==> src/pkg/lsp_regs.vh <==
`ifndef LSP_REGS_VH
`define LSP_REGS_VH
// assignment source selects
`define LSP_SRC_NONE      2'h0
`define LSP_SRC_CMD       2'h1
`define LSP_SRC_DI        2'h2
`define LSP_SRC_DI_LOW    2'h3
// stop types
`define LSP_STOP_RAMP     2'h0
`define LSP_STOP_QUICK    2'h1
`define LSP_STOP_FREE     2'h2
`define LSP_STOP_TYPE_RST 2'h2
// first command bit usable in any profile
`define LSP_CMD_FREE_LO   4'hb
// zone codes
`define LSP_ZONE_MID      2'h0
`define LSP_ZONE_SLOW     2'h1
`define LSP_ZONE_STOP     2'h2
`endif

==> src/design/lsp_limit_pos.v <==
`include "lsp_regs.vh"

module lsp_limit_pos
#(
   parameter REF_W  = 16,
   parameter DIST_W = 24,
   parameter N_DI   = 8
)
(
   input  wire              clk_i,
   input  wire              rst_b_i,
   input  wire [N_DI-1:0]   di_i,
   input  wire [15:0]       cmd_word_i,
   input  wire              cmd_word_ext_i,
   input  wire [1:0]        stop_fw_src_i,
   input  wire [3:0]        stop_fw_sel_i,
   input  wire [1:0]        stop_rv_src_i,
   input  wire [3:0]        stop_rv_sel_i,
   input  wire [1:0]        slow_fw_src_i,
   input  wire [3:0]        slow_fw_sel_i,
   input  wire [1:0]        slow_rv_src_i,
   input  wire [3:0]        slow_rv_sel_i,
   input  wire [1:0]        dis_src_i,
   input  wire [3:0]        dis_sel_i,
   input  wire              edge_rise_i,
   input  wire [1:0]        stop_type_i,
   input  wire              stop_type_we_i,
   input  wire              long_cam_i,
   input  wire              cfg_reset_i,
   input  wire              run_fw_i,
   input  wire              run_rv_i,
   input  wire              standstill_i,
   input  wire [REF_W-1:0]  ref_i,
   input  wire [REF_W-1:0]  low_speed_i,
   input  wire              dist_en_i,
   input  wire [DIST_W-1:0] dist_i,
   input  wire [REF_W-1:0]  speed_est_i,
   input  wire              nv_valid_i,
   input  wire [3:0]        nv_zone_i,
   input  wire              power_down_i,
   output reg  [REF_W-1:0]  ref_o,
   output reg               stop_req_o,
   output reg  [1:0]        stop_kind_o,
   output reg               run_fw_ok_o,
   output reg               run_rv_ok_o,
   output reg               pos_valid_o,
   output reg               nv_we_o,
   output reg  [3:0]        nv_zone_o
);
//////////////////////////////////////////////////////////////////////////////
// source selection
function pick;
   input [1:0]      src;
   input [3:0]      sel;
   input [N_DI-1:0] di;
   input [15:0]     cw;
   input            ext;
   begin
      case (src)
         `LSP_SRC_CMD    : pick = (ext || sel >= `LSP_CMD_FREE_LO) ? cw[sel] : 1'b1;
         `LSP_SRC_DI     : pick = di[sel[2:0]];
         `LSP_SRC_DI_LOW : pick = ~di[sel[2:0]];
         default         : pick = 1'b1;
      endcase
   end
endfunction

//////////////////////////////////////////////////////////////////////////////
// shared zone and distance helpers
function zone_step;
   input held;
   input set_ev;
   input clr_ev;
   begin
      zone_step = (held | set_ev) & ~clr_ev;
   end
endfunction

function [DIST_W-1:0] widen;
   input [REF_W-1:0] v;
   begin
      widen = {{(DIST_W-REF_W){1'b0}}, v};
   end
endfunction

// three-stage synchroniser for pins
reg [N_DI-1:0] di_s1;
reg [N_DI-1:0] di_s2;
reg [N_DI-1:0] di_s3;
reg [N_DI-1:0] di_f;
always @(posedge clk_i or negedge rst_b_i)
begin
   if (!rst_b_i)
   begin
      di_s1 <= {N_DI{1'b1}};
      di_s2 <= {N_DI{1'b1}};
      di_s3 <= {N_DI{1'b1}};
      di_f  <= {N_DI{1'b1}};
   end
   else
   begin
      di_s1 <= di_i;
      di_s2 <= di_s1;
      di_s3 <= di_s2;
      di_f  <= (~(di_s2 ^ di_s3) & di_s3) | ((di_s2 ^ di_s3) & di_f);
   end
end

wire fw_stop_a = (stop_fw_src_i != `LSP_SRC_NONE);
wire rv_stop_a = (stop_rv_src_i != `LSP_SRC_NONE);
wire fw_stop_l = pick(stop_fw_src_i, stop_fw_sel_i, di_f, cmd_word_i, cmd_word_ext_i);
wire rv_stop_l = pick(stop_rv_src_i, stop_rv_sel_i, di_f, cmd_word_i, cmd_word_ext_i);
wire fw_slow_l = pick(slow_fw_src_i, slow_fw_sel_i, di_f, cmd_word_i, cmd_word_ext_i);
wire rv_slow_l = pick(slow_rv_src_i, slow_rv_sel_i, di_f, cmd_word_i, cmd_word_ext_i);
wire dis_a     = (dis_src_i != `LSP_SRC_NONE);
wire disable_l = dis_a & pick(dis_src_i, dis_sel_i, di_f, cmd_word_i, cmd_word_ext_i);

//////////////////////////////////////////////////////////////////////////////
// edge detection
reg [3:0] prev;
wire [3:0] cur = {rv_stop_l, fw_stop_l, rv_slow_l, fw_slow_l};
wire [3:0] act_e = edge_rise_i ? (cur & ~prev) : (~cur & prev);
wire [3:0] clr_e = edge_rise_i ? (~cur & prev) : (cur & ~prev);
always @(posedge clk_i or negedge rst_b_i)
begin
   if (!rst_b_i)
      prev <= 4'hf;
   else
      prev <= cur;
end

//////////////////////////////////////////////////////////////////////////////
// stop type holding
reg [1:0] stop_type;
always @(posedge clk_i or negedge rst_b_i)
begin
   if (!rst_b_i)
      stop_type <= `LSP_STOP_TYPE_RST;
   else if (stop_type_we_i && (fw_stop_a || rv_stop_a) && stop_type_i != 2'h3)
      stop_type <= stop_type_i;
end

//////////////////////////////////////////////////////////////////////////////
// zone state, one flag per sensor: slow fw, slow rv, stop fw, stop rv
reg  [3:0]        zone;
reg               valid;
reg               restored;
reg               dist_run;
reg  [DIST_W-1:0] dist_acc;
reg               dist_hit;
wire              moving_fw = run_fw_i & ~run_rv_i;
wire              moving_rv = run_rv_i & ~run_fw_i;
wire [3:0]        next_zone;
wire              any_zone  = |zone;
// same set/clear logic for all four sensors, direction matched; stop flags set only when their stop source is assigned
wire              quiet_lvl = edge_rise_i ? ~|cur : &cur;
assign next_zone[0] = zone_step(zone[0], act_e[0] & moving_fw, clr_e[0] & moving_rv);
assign next_zone[1] = zone_step(zone[1], act_e[1] & moving_rv, clr_e[1] & moving_fw);
assign next_zone[2] = zone_step(zone[2], act_e[2] & moving_fw & fw_stop_a, clr_e[2] & moving_rv);
assign next_zone[3] = zone_step(zone[3], act_e[3] & moving_rv & rv_stop_a, clr_e[3] & moving_fw);

always @(posedge clk_i or negedge rst_b_i)
begin
   if (!rst_b_i)
   begin
      zone     <= 4'h0;
      valid    <= 1'b0;
      restored <= 1'b0;
   end
   else if (cfg_reset_i)
   begin
      zone  <= 4'h0;
      valid <= 1'b0;
   end
   else if (!restored)
   begin
      restored <= 1'b1;
      zone     <= nv_valid_i ? nv_zone_i : 4'h0;
      valid    <= nv_valid_i;
   end
   else
   begin
      zone <= next_zone;
      if (long_cam_i)
         valid <= 1'b1;
      else if (!any_zone && (moving_fw || moving_rv) && quiet_lvl)
         valid <= 1'b1;
   end
end

//////////////////////////////////////////////////////////////////////////////
// distance stop after forward or reverse slowdown
wire slow_edge = (act_e[0] & moving_fw) | (act_e[1] & moving_rv);
always @(posedge clk_i or negedge rst_b_i)
begin
   if (!rst_b_i)
   begin
      dist_run <= 1'b0;
      dist_acc <= {DIST_W{1'b0}};
      dist_hit <= 1'b0;
   end
   else if (!dist_en_i || standstill_i)
   begin
      dist_run <= 1'b0;
      dist_acc <= {DIST_W{1'b0}};
      dist_hit <= 1'b0;
   end
   else if (slow_edge)
   begin
      dist_run <= 1'b1;
      dist_acc <= widen(speed_est_i);
   end
   else if (dist_run && dist_acc >= dist_i)
   begin
      dist_run <= 1'b0;
      dist_hit <= 1'b1;
   end
   else if (dist_run)
      dist_acc <= dist_acc + widen(speed_est_i);
end

//////////////////////////////////////////////////////////////////////////////
// outputs
wire fw_blk = zone[2] | (fw_stop_a & ~fw_stop_l);
wire rv_blk = zone[3] | (rv_stop_a & ~rv_stop_l);
wire both_b = fw_stop_a & rv_stop_a & ~fw_stop_l & ~rv_stop_l;
wire lim_stop = ((fw_blk & moving_fw) | (rv_blk & moving_rv)) & ~disable_l;
wire clamp = ((zone[0] & moving_fw) | (zone[1] & moving_rv)) & ~disable_l;

//////////////////////////////////////////////////////////////////////////////
// next output values
reg  [REF_W-1:0] next_ref;
reg              next_stop_req;
reg  [1:0]       next_stop_kind;
reg              next_fw_ok;
reg              next_rv_ok;
always @*
begin
   next_ref       = ref_i;
   next_stop_req  = lim_stop | (dist_hit & ~disable_l);
   next_stop_kind = stop_type;
   next_fw_ok     = disable_l | (~fw_blk & ~both_b & (standstill_i | ~run_rv_i));
   next_rv_ok     = disable_l | (~rv_blk & ~both_b & (standstill_i | ~run_fw_i));
   if (clamp && ref_i > low_speed_i)
      next_ref = low_speed_i;
   if (dist_hit && !lim_stop)
      next_stop_kind = `LSP_STOP_RAMP;
end

always @(posedge clk_i or negedge rst_b_i)
begin
   if (!rst_b_i)
   begin
      ref_o       <= {REF_W{1'b0}};
      stop_req_o  <= 1'b0;
      stop_kind_o <= `LSP_STOP_TYPE_RST;
      run_fw_ok_o <= 1'b0;
      run_rv_ok_o <= 1'b0;
      pos_valid_o <= 1'b0;
      nv_we_o     <= 1'b0;
      nv_zone_o   <= 4'h0;
   end
   else
   begin
      ref_o       <= next_ref;
      stop_req_o  <= next_stop_req;
      stop_kind_o <= next_stop_kind;
      run_fw_ok_o <= next_fw_ok;
      run_rv_ok_o <= next_rv_ok;
      pos_valid_o <= valid;
      nv_we_o     <= power_down_i;
      nv_zone_o   <= zone;
   end
end

endmodule // lsp_limit_pos

==> config.mk <==
export PLATFORM = sky130hd
export DESIGN_NAME = lsp_limit_pos
export DESIGN_NICKNAME = d
export VERILOG_FILES = /design/src/design/lsp_limit_pos.v
export VERILOG_INCLUDE_DIRS = /design/src /design/src/pkg
export SDC_FILE = /design/constraint.sdc
export NUM_CORES = 1
export LEC_CHECK = 0
export BUFFER_PORTS_ARGS = -buffer_cell sky130_fd_sc_hd__buf_2
export CORE_AREA = 5 5 114 116
export CTS_CLUSTER_DIAMETER = 100
export DETAILED_ROUTE_END_ITERATION = 7
export DIE_AREA = 0 0 119 121
export GPL_TIMING_DRIVEN = 0
export PLACE_DENSITY = 0.85
export SLEW_MARGIN = 20
export SYNTH_ARGS = -nofsm -noshare
export SYNTH_HDL_FRONTEND = slang
export SYNTH_SLANG_ARGS = --single-unit
==> constraint.sdc <==
create_clock -name clk_i -period 7.45 [get_ports clk_i]
set_input_delay 1.1175 -clock clk_i [delete_from_list [all_inputs] [get_ports clk_i]]
set_output_delay 1.1175 -clock clk_i [all_outputs]
set_load 0.01 [all_outputs]
=== Yosys cells after proc, flatten, opt, wreduce, memory -nomap -nowiden ===
Index checks and enable logic that the tools add are counted.

* Register bits after elaboration: 97
* Bits of input ports: 145
* Output and inout bits: 27
* Logic and storage cells: 212

* $add $sub $neg: 1
* $lt $le $gt $ge: 17
* Eq/ne operators: 19
* Muxes and demuxes: 52
* Bitwise gates (word level): 73
* Reduce and logical (&&, ||, !) cells: 30

{| class="wikitable"
|+ Operator list
! kind !! count
|-
| two-way mux 24 bit || 4
|-
| bitwise AND 1 bit || 33
|-
| two-way mux 1 bit || 26
|-
| < comparator 4 x 5 -> 1 bit (second input constant) || 5
|-
| adder 24 x 16 -> 24 bit || 1
|-
| greater-or-equal comparator 24 bit || 1
|-
| binary-select mux 1 bit (select 4 bit) || 5
|-
| == test 2 bit (second input constant) || 10
|-
| greater-or-equal comparator 4 bit (second input constant) || 5
|-
| < comparator 3 x 4 -> 1 bit (second input constant) || 5
|-
| two-way mux 4 bit || 5
|-
| NOT 1 bit || 17
|-
| bitwise AND 8 bit || 2
|-
| > comparator 16 bit || 1
|-
| two-way mux 16 bit || 1
|-
| binary-select mux 1 bit (select 3 bit) || 5
|-
| case mux 1 bit (3 select lines) || 5
|-
| bitwise OR 1 bit || 14
|-
| == test 2 x 1 -> 1 bit (second input constant) || 5
|-
| bitwise AND 4 bit || 2
|-
| logical OR 1 bit || 8
|-
| NOT 4 bit || 2
|-
| NOT 8 bit || 1
|-
| bitwise OR 8 bit || 1
|-
| 13 further kinds || 28
|}

=== Depth between registers and ports, before layout ===
Gate-level depths: netlist of the first run.

* Depth in word-level cells: 13
* Depth in mapped cells: 12
* Depth with buffers taken out: 10

=== Least setup slack after synthesis of the first run ===
OpenSTA, ideal clock, no wires.

* Path kind: input -> register
* Start point: input dis_sel_i[0]
* End point: register ref_o[10]
* Setup time: 128 ps
* Arrival time: 3666 ps
* Required time: 7322 ps
* Path slack: 3657 ps
* Stages on the path: 9
* Cell sequence: buf_2 -> mux4_2 -> nand2b_1 -> mux4_2 -> nor2_1 -> o21ai_1 -> nor4_4 -> buf_4 -> mux2_1

* Longest elaborated chain between the ends: 9
* Elaborated cells between the ends (all ways): 14
* Classes of those cells: order compare (1); mux (7); bitwise (4); reduce/logical (2)

{| class="wikitable"
|+ RTL lines
! element !! RTL line !! source
|-
| start, declared || lsp_limit_pos.v:24 || <nowiki>input wire [3:0] dis_sel_i,</nowiki>
|-
| binary-select mux 1 bit (select 4 bit) (tied with other cells) || lsp_limit_pos.v:60 || <nowiki>`LSP_SRC_CMD : pick = (ext || sel >= `LSP_CMD_FREE_LO) ? cw[sel] : 1'b1;</nowiki>
|-
| two-way mux 1 bit (not written as such) (tied with other cells) || lsp_limit_pos.v:60 ||
|-
| two-way mux 1 bit / NOT 1 bit (equally long branches) || lsp_limit_pos.v:60, lsp_limit_pos.v:62 ||
|-
| case mux 1 bit (3 select lines) * || lsp_limit_pos.v:59 || <nowiki>case (src)</nowiki>
|-
| bitwise AND 1 bit * || lsp_limit_pos.v:116 || <nowiki>wire disable_l = dis_a & pick(dis_src_i, dis_sel_i, di_f, cmd_word_i, cmd_word_ext_i);</nowiki>
|-
| NOT 1 bit * || lsp_limit_pos.v:228 || <nowiki>wire clamp = ((zone[0] & moving_fw) | (zone[1] & moving_rv)) & ~disable_l;</nowiki>
|-
| bitwise AND 1 bit * || lsp_limit_pos.v:228 ||
|-
| logical AND 1 bit * || lsp_limit_pos.v:244 || <nowiki>if (clamp && ref_i > low_speed_i)</nowiki>
|-
| two-way mux 16 bit * || lsp_limit_pos.v:244 ||
|-
| net next_ref[10] || lsp_limit_pos.v:232 || <nowiki>reg [REF_W-1:0] next_ref;</nowiki>
|-
| end signal, assigned || lsp_limit_pos.v:254 || <nowiki>ref_o <= {REF_W{1'b0}};</nowiki>
|-
| end signal, assigned || lsp_limit_pos.v:265 || <nowiki>ref_o <= next_ref;</nowiki>
|-
| end, declared || lsp_limit_pos.v:41 || <nowiki>output reg [REF_W-1:0] ref_o,</nowiki>
|}

The timed path passes the listed nets; every way through them passes the cells marked *. The select of a mux whose other input is x is not followed.
A chain may end at the register's enable or synchronous reset.

=== Worst setup path after layout of the first run ===
* Start point: input dist_i[5]
* End point: register dist_acc[18]

* Longest elaborated chain between the ends: 4

{| class="wikitable"
|+ RTL lines
! element !! RTL line !! source
|-
| start, declared || lsp_limit_pos.v:36 || <nowiki>input wire [DIST_W-1:0] dist_i,</nowiki>
|-
| greater-or-equal comparator 24 bit || lsp_limit_pos.v:213 || <nowiki>else if (dist_run && dist_acc >= dist_i)</nowiki>
|-
| logical AND 1 bit || lsp_limit_pos.v:213 ||
|-
| != test 3 bit (no source line) || - ||
|-
| AND reduction 2 bit (no source line) || - ||
|-
| end signal, assigned || lsp_limit_pos.v:205 || <nowiki>dist_acc <= {DIST_W{1'b0}};</nowiki>
|-
| end signal, assigned || lsp_limit_pos.v:211 || <nowiki>dist_acc <= widen(speed_est_i);</nowiki>
|-
| end signal, assigned || lsp_limit_pos.v:219 || <nowiki>dist_acc <= dist_acc + widen(speed_est_i);</nowiki>
|-
| end, declared || lsp_limit_pos.v:149 || <nowiki>reg [DIST_W-1:0] dist_acc;</nowiki>
|}

Every way passes these cells.

==> results of run 1 <==
cell usage in the layout (no fill, tap or decap), types with 9 or more instances in the layout:
cell and n:
inv_1 52, nand3_1 12, mux4_2 31, mux2_2 10, nand2_1 30, nand2b_1 20
o21ai_0 29, ha_1 58, mux2_1 10, a211oi_1 18, nand4_1 10, buf_2 165
clkbuf_16 9, a21oi_1 27, a21o_1 12, dfrtp_1 59, xor2_1 16, dfstp_2 38
nor2_1 48, clkbuf_1 14, mux2i_1 23
layer usage:
layer	vias up	GRT usage (%)	wire, um	share of wire, %
met2	316	46.6	9510	50
met4	0	10.6	560	3.0
li1	2675	-	-	-
met3	50	7.23	1640	8.7
met5	-	0	0	0
met1	2822	30.5	7160	38
cell type report:
| cell class | instances | area (um2) |
|---|---|---|
| well taps | 147 | 184 |
| plain buffers | 21 | 90.1 |
| diodes | 2 | 5.00 |
| fillers | 892 | 3800 |
| flip-flops and latches | 97 | 2470 |
| multi-input cells | 460 | 3910 |
| inverters | 52 | 195 |
| clock inverters | 6 | 81.3 |
| repair buffers | 161 | 835 |
| clock buffers | 10 | 239 |
state kept, by name (all words and copies together), names as in the netlist, 2 cells and up, named ones only:
| name | cells |
|---|---|
| dist_acc | 24 |
| ref_o | 16 |
| di_s1 | 8 |
| di_s2 | 8 |
| di_s3 | 8 |
| nv_zone_o | 4 |
| prev | 4 |
| zone | 4 |
| stop_kind_o | 2 |
| stop_type | 2 |
synthesized netlist by cell type (4+ instances only):
master     count  area (um2)
mux2_1        10         113
nand2b_1      20         125
mux4_2        31         698
o21ai_0       29         145
a2111oi_0      4        35.0
inv_1         52         195
nor2_1        48         180
o21a_1         5        37.5
mux2i_1       23         230
nand4_1       10        62.6
mux2_2        10         113
dfstp_2       38         998
a21oi_1       27         135
a21o_1        12        90.1
xnor2_1        8        70.1
dfrtp_1       59        1480
xor2_1        16         140
ha_1          58         726
nand3_1       12        60.1
nor2b_1        6        37.5
nand2_1       30         113
clkbuf_1      14        52.6
a211oi_1      18         135
o22ai_1        7        43.8
a31oi_1        6        37.5
nor3b_1        6        45.0
buf_2          6        30.0
maj3_1         8        80.1
and3_1         4        25.0
nor3_1         7        35.0
how the worst max path moves through the flow:
stage	startpoint	endpoint
global placement	dist_i[5]	dist_acc[21]
floorplan	dis_sel_i[0]	ref_o[10]
global route	dist_i[5]	dist_acc[18]
detailed placement	dist_i[5]	dist_acc[18]
CTS	dist_i[5]	dist_acc[18]
finish	dist_i[5]	dist_acc[18]
per-stage QoR:
stage	hold WS [ps]	total power, W	area, um2	std cells
floorplan	345	0.000803	6670	630
global placement	346	0.000916	7650	937
detailed placement	347	0.000935	7680	938
CTS	353	0.00144	8000	954
global route	360	0.00150	8010	955
finish	351	0.00144	8010	956
power by group:
| part | switching, W | internal (W) |
|---|---|---|
| Clock | 0.000225 | 0.000278 |
| Sequential | 0.0000260 | 0.000572 |
| Combinational | 0.000181 | 0.000154 |
| Total | 0.000432 | 0.00100 |
worst max-delay path: stages:
cell       delay (ps)
buf_2              70
inv_1              40
ha_1              310
a2111oi_0         450
o21ai_0           230
a2111oi_0         560
o31ai_1           200
o31ai_1           200
buf_2             340
clkbuf_1          520
nand4_1           210
xor2_1            230
nor2_1             60
cell families after synthesis:
logic type,after synthesis,synth area share [%]
AND/OR/NAND/NOR,160,12.4
AO/OA/AOI/OAI,135,13.4
buffers and inverters,73,4.28
adder cells (fa/ha/maj),67,12.4
multiplexers,74,17.3
XOR/XNOR,24,3.15
flip-flops,97,37.1
==> summary by stage, run 1 <==
Setup path
The startpoint of the lowest-slack register-to-register path is dist_acc[5]. The critical path capture point type is a flip-flop. The path depth of the worst reg2reg path is 11. For the worst setup path, the data arrival time is 4550 ps. The endpoint identified for the worst register-to-register timing path is dist_acc[18]. The critical path data required time is 7680 ps. The biggest fanout along the worst timing path is 10. The critical path in this run is classified as in -> reg. The critical path startpoint category is an input port. The worst reg-to-reg setup slack is 3600 ps.

Power
VDD sags by at most 111 uV. Summed over all cells, the static leakage comes to 3.79 nW. The power per standard cell area is 179 nW/um2.

Drt
Summing over every cut layer, the via total after detailed routing is 5863. Dividing the detail-routed via count by the number of cells gives 6.13. Once detail routing completed, the nets flagged for antenna violations numbered 0.

After detailed routing, the number of remaining DRC violations is 0. The per-cell routed wire length is 19.7 um. The iteration-0 DRC count of the detailed router is 437. The wire length after detailed routing is 18.9 mm. For this run, the detailed router's first-pass iteration total came to 5.

Final layout
The share of the core filled with cells in the final layout is 67.8%. Cells with a size suffix above 1 make up 33.5% of the layout. The area added between synthesis and finish is 20.2%. The net count reported at finish is 1006.

Logic synthesis
The post-synth net total is 834. The share of async-settable or async-resettable flops after synthesis is 100%. A synthesized cell averages 10.6 um2. The number of flip-flops and latches in the synthesized netlist is 97. The total number of yosys warnings is 0. In this run, distinct cell masters in the synthesized netlist total 58. In the synthesized netlist the dominant register cell turns out to be dfrtp_1.

Synthesis handed over a netlist of 630 instances. The cell area after synthesis is 6670 um2. Counting flops with a built-in enable in the synthesized netlist gives 0. Sequential cells were found to cover 37.1% of the synthesized design area.

Min path
The hold-critical path endpoint is di_s2[6]. The startpoint of the most critical hold path is di_s1[6]. The path type of the worst min-delay path is reg -> reg. Along the worst hold path, the cell count comes to 0.

GRT
The wire length of the first global-routing pass is 30.5 mm. Global routing consumed, over all layers together, 26.5% of the routing resources. After global routing the overflow that remains totals 0.

The initial antenna violation count came to 1. The via count of the first global-routing pass came to 6280. The largest net degree at the start of global routing is 86.

Floorplanning
The die boundary width is 119 um. The die extent in y is 121 um. Pin placement for this block handled 172 I/O pins.

The core area is 11800 um2. The die covers 14400 um2. The floorplan row count is 40. The starting density of the core is 56.4%.

Timing
The final hold violation count is 0. Of the available clock period, the critical path in the final layout requires 58.0%. The aggregate negative setup slack is 0 ps.

For this run, the top clock speed supported by timing is 232 MHz. Setup violations remaining at the end of the flow were counted as 0. The final setup slack of the worst path is 3130 ps. Clock skew on the completed layout was measured at 8.99 ps. The final period demand of the worst path is 4320 ps. The count of pins over their slew limit is 0. The transition time at the pin with the least slew margin is 700 ps. Headroom to the max-slew limit came out at 53.0%. Setup repair after global routing left no endpoint under its margin.

Clock tree
The root buffer selected by CTS is clkbuf_16. In this run the deepest clock path goes through 2 buffers. The TritonCTS clock tree is done. The register clock-pin slew on the reported worst setup and hold paths is 80 ps.

The latest clock arrival within the worst-skew pair is 350 ps. The H-tree depth reported by CTS is 3. The number of hold buffers added after CTS was 0. The total number of clock tree sinks is 97.

Counting the buffers created by CTS gives 9. The number of buffers inserted to repair setup after CTS is 0. The post-cts resize count is 0.

Outcome
The run finished with clean final reports.

Place
Detailed placement ended at an HPWL of 14.6 mm. Before CTS, the worst setup slack after placement is 2770 ps. The weighted congestion reported at the end of routability-driven placement is 0.890.

The number of buffer cells added on primary ports is 160.

Run
The max-capacitance violation count is 0.
Power figures use the tool's default switching activity.
==> run 2, diff against run 1 <==
ABC_AREA = 1   (was not set)
CORE_AREA = 5 5 127 129   (was 5 5 114 116)
DIE_AREA = 0 0 132 134   (was 0 0 119 121)
PLACE_DENSITY = 0.77   (was 0.85)
clock period = 3.9 ns   (was 7.45 ns; I/O delays follow)
==> summary by stage, run 2 <==
Outcome
The flow ran to the end, and the final reports show no timing, DRC or antenna violations.

Place
The weighted congestion reported at the end of routability-driven placement was 0.963 (+8.2%). The worst setup slack before clock tree synthesis is 1130 ps (-1640 ps). The number of buffer cells added on primary ports is 166 (+3.8%).

The estimated wirelength of the detail-placed design came to 16.9 mm (+16%). The placed cell count is 1353 (+44%).

Run
The max-capacitance violation count is 0 (unchanged).

Clock tree
The H-tree depth reported by CTS is 3 (unchanged). The buffer levels on the longest clock path was 2 (unchanged). The number of buffers created by CTS was 9 (unchanged).

The latest clock arrival within the worst-skew pair is 360 ps (about the same). The TritonCTS clock tree is done. The root buffer selected by CTS is clkbuf_16. The total number of clock tree sinks was 97 (unchanged). The register clock-pin slew on the reported worst setup and hold paths is 80 ps (about the same). The quantity of hold-fixing buffers added after cts is 0 (unchanged). The post-cts resize count is 0 (unchanged). The number of buffers inserted to repair setup after CTS was 0 (unchanged).

Logic synthesis
After synthesis, the cell types taking the most area are dfrtp_1 20%, dfstp_2 14%, nand2_1 13%, nand3_1 11%, ha_1 10%. After synthesis, the most frequently instantiated cells are 244 x nand2_1, 152 x nand3_1, 122 x inv_1. The total number of yosys warnings is 0 (unchanged). The number of flip-flops and latches in the synthesized netlist was 97 (unchanged). The library cell occupying the most area in the post-synthesis netlist is dfrtp_1. The proportion of netlist area held by the largest area contributor was 20.4% (-1.7 points). The share of async-settable or async-resettable flops after synthesis came to 100% (unchanged).

The synthesized area per cell is 7.24 um2 (-32%). The post-synth net total was 1202 (+44%). The portion of the post-synthesis area used by sequential elements was 34.3% (-2.9 points). The count of flip-flops with a built-in enable after synthesis was 0 (unchanged). In the synthesized netlist the dominant register cell turns out to be dfrtp_1.

The post-synthesis instance total is 998 (+58%). By instance count, the leading cell after synthesis is nand2_1. The cell area after synthesis is 7220 um2 (+8.4%).

The number of unique standard cell types used by synthesis is 41 (-29%).

Drt
The iteration-0 DRC count of the detailed router is 477 (+9.2%). The post-detailed-route count of antenna-violating nets is 0 (unchanged). The wire length after detailed routing is 21.3 mm (+13%).

The per-cell routed wire length came to 15.6 um (-21%). The detailed-routing iteration count for the pre-antenna-repair pass is 5 (unchanged). The DRC violation count after routing is 0 (unchanged). The routed via count divided by cell count was 5.42 (-12%). The count of vias placed by the detailed router is 7422 (+27%).

Power
The leakage dissipation is 4.71 nW (+24%). The highest ir drop seen on vdd came to 200 uV (+81%). The power per standard cell area is 308 nW/um2 (+72%).

Floorplanning
The area of the die is 17700 um2 (+23%). The count of pins on the block boundary is 172 (unchanged). The floorplan row count is 45 (+13%). The starting density of the core came to 48.4% (-8.0 points).

The die boundary width is 132 um (+11%). The die extent in y is 134 um (+11%). The core area came to 14900 um2 (+26%).

Final layout
Leaving out fill and tap cells, the most frequent cell in the layout is nand2_1. The net count reported at finish is 1380 (+37%). The top cell types in the final layout, fill and taps aside, are 244 x nand2_1, 173 x buf_2, 152 x nand3_1.

The share of the core filled with cells in the final layout is 57.8% (-10 points). The flip-flop count of the largest register after layout is 24 (unchanged). The largest registers in the layout are dist_acc (24), ref_o (16).

More flip-flops sit in one register than any other, and that register is dist_acc. The share of layout cells above drive strength 1 is 21.7% (-12 points). The filler-free cell count of the finished design is 1369 (+43%).

The final-layout fill cell count came to 1475 (+65%). The area added between synthesis and finish is 19.3%. The total inserted antenna cells was 0 (-2).

Setup path
STA classifies the critical path endpoint as a flip-flop. The biggest cell delay along the critical path was 450 ps (-110 ps). The critical path buffer and inverter count is 2 (-2).

The critical path data required time came to 4200 ps (-3480 ps). The worst setup path is launched from a flip-flop. The slowest stage of the critical path belongs to the cell nor3_1. Traced cell by cell, the critical path runs through ha_1 -> nand4_1 -> nor3_1 -> nand4_1 -> nand4_1 -> inv_1 -> nor2_4 -> buf_4 -> nand3_1 -> nand2_1.

The biggest fanout along the worst timing path was 10 (unchanged). The critical path is of the reg -> reg type. On the critical path the largest part of the delay comes from simple AND/OR/NAND/NOR gates. The most repeated library cell on the critical path is nand4_1. The data arrival time at the worst-slack endpoint came to 2820 ps (-1730 ps).

GRT
The wire length of the first global-routing pass is 35.0 mm (+15%). The total global routing overflow came to 0 (unchanged). The global router's overall resource usage is 24.3% (-2.1 points). The via count of the first global-routing pass was 7087 (+13%). The largest net degree at the start of global routing is 74 (-14%). The initial antenna violation count was 0 (-1).

Timing
The worst path needs 2510 ps of the cycle, external delays included. Based on the critical path, the design can be clocked at up to 398 MHz. The aggregate negative setup slack is 0 ps (unchanged). The headroom to the max-slew limit is 56.8% (+3.8 points).

The worst hold margin is 91.4 ps (-260 ps). The setup violation total in the final timing report is 0 (unchanged). The final setup slack of the worst path is 1390 ps (-1740 ps). The transition time at the pin with the least slew margin was 641 ps (-59.0 ps). The setup skew after layout is 8.74 ps (-0.257 ps).

The final hold violation count came to 0 (unchanged). Setup repair after global routing left no endpoint under its margin. The worst path uses 64.4% of the clock period.

The count of pins over their slew limit came to 0 (unchanged).

Min path
In this run the worst hold path is classified as in -> async.
## run 2: layer usage
| metal | wire length [um] | global-route usage [%] | vias to the layer above |
|---|---|---|---|
| li1 | - | - | 3688 |
| met1 | 9260 | 32.3 | 3404 |
| met5 | 0 | 0 | - |
| met2 | 9970 | 39.6 | 286 |
| met4 | 545 | 8.29 | 0 |
| met3 | 1530 | 4.99 | 44 |
## run 2: path summary, 6_finish.rpt
check,from,to,slack (ps),depth (start not counted)
min in group clk_i,di_i[7],di_s1[7],320,1
max in group asynchronous,rst_b_i,asynchronous set/reset pin,3140,2
hold / removal,rst_b_i,pos_valid_o,90,1
setup reg to reg,dist_acc[15],dist_acc[22],1390,10
hold reg to reg,di_s1[6],di_s2[6],360,0
setup / recovery,dist_acc[15],dist_acc[22],1390,10
## run 2: power by group
part	switching, W	internal (W)
clock	0.000435	0.000453
combinational	0.000402	0.000246
sequential	0.0000337	0.00108
total	0.000871	0.00178
## run 2: stage by stage
| stage | cell area (um2) | power, W |
|---|---|---|
| after floorplan | 7220 | 0.00152 |
| after global placement | 8290 | 0.00176 |
| after detailed placement | 8320 | 0.00178 |
| after CTS | 8620 | 0.00268 |
| after global routing | 8620 | 0.00282 |
| final | 8620 | 0.00265 |
## run 2: layout make-up
class                           instances  area (um2)  share of cell area, %
Buffer                                 30         176                   2.05
Clock buffer                            9         225                   2.61
Clock inverter                          7        70.1                  0.813
Inverter                              130         490                   5.69
Multi-Input combinational cell        741        4080                   47.4
Sequential cell                        97        2470                   28.7
Tap cell                              188         235                   2.73
Timing Repair Buffer                  167         865                   10.0
## run 2: logic make-up (layout without fill, tap and decap cells)
family	count (synthesis)	after routing	share of synthesized area, %
AND/OR/NAND/NOR	476	476	29.3
AO/OA/AOI/OAI	178	178	13.3
buffers and inverters	160	343	9.23
flip-flops	97	97	34.3
adder cells (fa/ha/maj)	67	67	11.4
XOR/XNOR	20	20	2.43
==> run 3, diff against run 2 <==
CORE_AREA = 5 5 121 123   (was 5 5 127 129)
DIE_AREA = 0 0 126 128   (was 0 0 132 134)
PLACE_DENSITY = 0.8   (was 0.77)
clock period = 2.5 ns   (was 3.9 ns; I/O delays follow)
==> summary by stage, run 3 (synthesis results as in run 2) <==
Place
The worst setup slack before clock tree synthesis is -138 ps (-1270 ps). The weighted congestion reported at the end of routability-driven placement is 0.947 (-1.6%). The number of buffer cells added on primary ports came to 166 (unchanged). The placed cell count was 1345 (-0.59%). The area of placed instances is 8310 um2 (-0.12%). The estimated wirelength of the detail-placed design is 16.4 mm (-3.1%).

Floorplanning
The count of pins on the block boundary was 172 (unchanged). The starting density of the core is 53.3% (+4.9 points). The area of the die came to 16100 um2 (-8.8%). The core area is 13600 um2 (-9.1%). The floorplan row count was 43 (-4.4%). The die boundary width is 126 um (-4.5%). The die extent in y was 128 um (-4.5%).

GRT
The initial antenna violation count is 0 (unchanged). The total global routing overflow came to 0 (unchanged). The global router's overall resource usage is 25.5% (+1.2 points). The via count of the first global-routing pass was 7157 (+0.99%). The wire length of the first global-routing pass is 33.5 mm (-4.2%). The largest net degree at the start of global routing was 63 (-15%).

Setup path
The worst setup path is launched from a flip-flop. The worst reg-to-reg setup slack is 180 ps (-1210 ps). The path depth of the worst reg2reg path is 15 (+5). Traced cell by cell, the critical path runs through ha_1 -> fa_1 -> nand2_1 -> inv_1 -> o21ai_1 -> nand2_2 -> nand2_1 -> nand2_1 -> nand3_1 -> nand2_2 -> nand3_1 -> xor2_1 -> nor2_1 -> nand3_1 -> nand2_1. The critical path buffer and inverter count is 1 (-1). By startpoint and endpoint, the worst setup path is classified as reg -> reg.

The family with the most delay on the worst path is simple AND/OR/NAND/NOR gates. The library cell contributing the largest single delay on the critical path is dfrtp_1. The biggest cell delay along the critical path is 400 ps (-50 ps). The critical path capture point type is a flip-flop.

The worst register-to-register path ends at dist_acc[18]. The biggest fanout along the worst timing path is 4 (-6). In this run the critical register-to-register path is launched from dist_acc[0].

Counting stages on the worst path, the most repeated cell is nand2_1. The critical path data required time came to 2740 ps (-1460 ps). The data arrival time at the worst-slack endpoint was 2560 ps (-260 ps).

Drt
The iteration-0 DRC count of the detailed router is 753 (+58%). The routed via count divided by cell count is 5.47 (+0.85%). The per-cell routed wire length came to 15.1 um (-3.2%). The wire length after detailed routing is 20.6 mm (-3.3%). The count of vias placed by the detailed router is 7474 (+0.70%). The DRC violation count after routing is 0 (unchanged). The post-detailed-route count of antenna-violating nets is 0 (unchanged).

The detailed-routing iteration count for the pre-antenna-repair pass is 6 (+1).

Timing
The final worst-path cycle share came to 92.8% (+28 points). The achievable clock frequency is 431 MHz (+8.3%). The headroom to the max-slew limit is 60.7% (+3.9 points).

The setup skew after layout is 7.72 ps (-1.02 ps). The worst hold margin was 117 ps (+25.8 ps). The transition time at the pin with the least slew margin is 590 ps (-51.3 ps). The count of pins over their slew limit was 0 (unchanged). The setup violation total in the final timing report is 0 (unchanged).

The final hold violation count was 0 (unchanged). The final setup slack of the worst path is 180 ps (-1210 ps). Setup repair after global routing left no endpoint under its margin. The final period demand of the worst path is 2320 ps (-192 ps).

Power
The leakage dissipation came to 4.73 nW (+0.51%). The cell-internal power came to 0.00279 W (+57%). The switching power of the nets is 0.00129 W (+48%).

The switching power share of the total came to 31.5% (-1.3 points). The highest ir drop seen on vdd is 367 uV (+83%). The power per standard cell area is 471 nW/um2 (+53%). The part of the total power dissipated in combinational logic is 24.8% (+0.4 points). The part of the total power dissipated in sequential elements was 42.7% (+0.6 points). The clock network fraction of design power was 32.5% (-1.0 points).

Final layout
The total inserted antenna cells is 0 (unchanged). Compared with the post-synthesis result, the final layout area differs by 20.0%. The share of layout cells above drive strength 1 is 22.4% (+0.73 points).

The net count reported at finish is 1386 (+0.43%). The filler-free cell count of the finished design was 1367 (-0.15%). Leaving out fill and tap cells, the most frequent cells in the layout are 242 x nand2_1, 172 x buf_2, 152 x nand3_1.

In the final layout, the registers with the most flip-flops are dist_acc (24), ref_o (16). The flip-flop count of the largest register after layout is 24 (unchanged). The design area is 8660 um2 (+0.54%). The library cell used most frequently in the layout, excluding fill and tap cells, is nand2_1. Ranked by flip-flop count, first place goes to dist_acc.

Clock tree
The tree is rooted in a clkbuf_16. The TritonCTS clock tree is done. The latest clock arrival within the worst-skew pair is 350 ps (about the same).

The H-tree depth reported by CTS is 3 (unchanged). The register clock-pin slew on the reported worst setup and hold paths is 70 ps (about the same). The number of buffers created by CTS came to 9 (unchanged). The total number of clock tree sinks is 97 (unchanged). The buffer levels on the longest clock path came to 2 (unchanged).

Min path
In this run the most critical hold path is launched from di_i[0]. The path with the worst hold slack has its endpoint at di_s1[0]. Along the worst hold path, the cell count comes to 1.

The worst hold path belongs to the class in -> reg.

Run
The max-capacitance violation count is 0 (unchanged).

Outcome
The flow ran to the end, and the final reports show no timing, DRC or antenna violations.
==> run 3: power groups by stage <==
stage / Clock [W] / Sequential (W) / Combinational [W]
after global routing: 0.00141 / 0.00175 / 0.00114
after global placement: 0 / 0.00176 / 0.000967
after CTS: 0.00136 / 0.00174 / 0.000997
after detailed placement: 0 / 0.00177 / 0.000989
after floorplan: 0 / 0.00177 / 0.000603
final: 0.00132 / 0.00174 / 0.00101
==> run 3: worst max-delay path by stage <==
stage / start / to / slack (ps) / cells past startpoint
2_1_floorplan: speed_est_i[0] / dist_acc[18] / 390 / 15
3_3_place_gp: dist_i[13] / dist_acc[1] / -80 / 14
3_5_place_dp: dist_i[13] / dist_acc[4] / -140 / 14
5_1_grt: dist_acc[0] / dist_acc[18] / 20 / 15
4_1_cts: dist_acc[13] / dist_acc[15] / 40 / 12
6_report: dist_acc[0] / dist_acc[18] / 180 / 15
==> run 3: cell type report <==
cell class / instances / area [um2]
Clock inverter: 5 / 40.0
Sequential cell: 97 / 2470
Timing Repair Buffer: 173 / 912
Clock buffer: 11 / 243
Fill cell: 1291 / 4890
Buffer: 30 / 179
Inverter: 130 / 490
Multi-Input combinational cell: 741 / 4100
Tap cell: 180 / 225
==> run 3: timing repair <==
| item | in CTS | in global routing |
|---|---|---|
| hold endpoints to repair | 35 | 0 |
| gates resized for setup | 2 | 11 |
| endpoints found under the setup margin | 20 | 23 |
| hold buffers | 1 | 0 |
| pin swaps | 0 | 3 |
| buffers inserted | 0 | 5 |
==> run 3: layer usage <==
layer	vias up	global-route usage, %	part of all wire, %
met5	-	0	0
met4	0	12.4	3.7
met3	61	5.67	8.6
met2	328	40.9	46
met1	3390	32.8	42
li1	3695	-	-
==> run 3: metrics by stage <==
step / total power (W) / TNS [ps] / util [%]
floorplan: 0.00237 / 0 / -
global placement: 0.00273 / -1460 / 61.1
detailed placement: 0.00276 / -2630 / 61.3
CTS: 0.00409 / 0 / 63.5
global route: 0.00431 / 0 / 63.9
finish: 0.00408 / 0 / 63.9
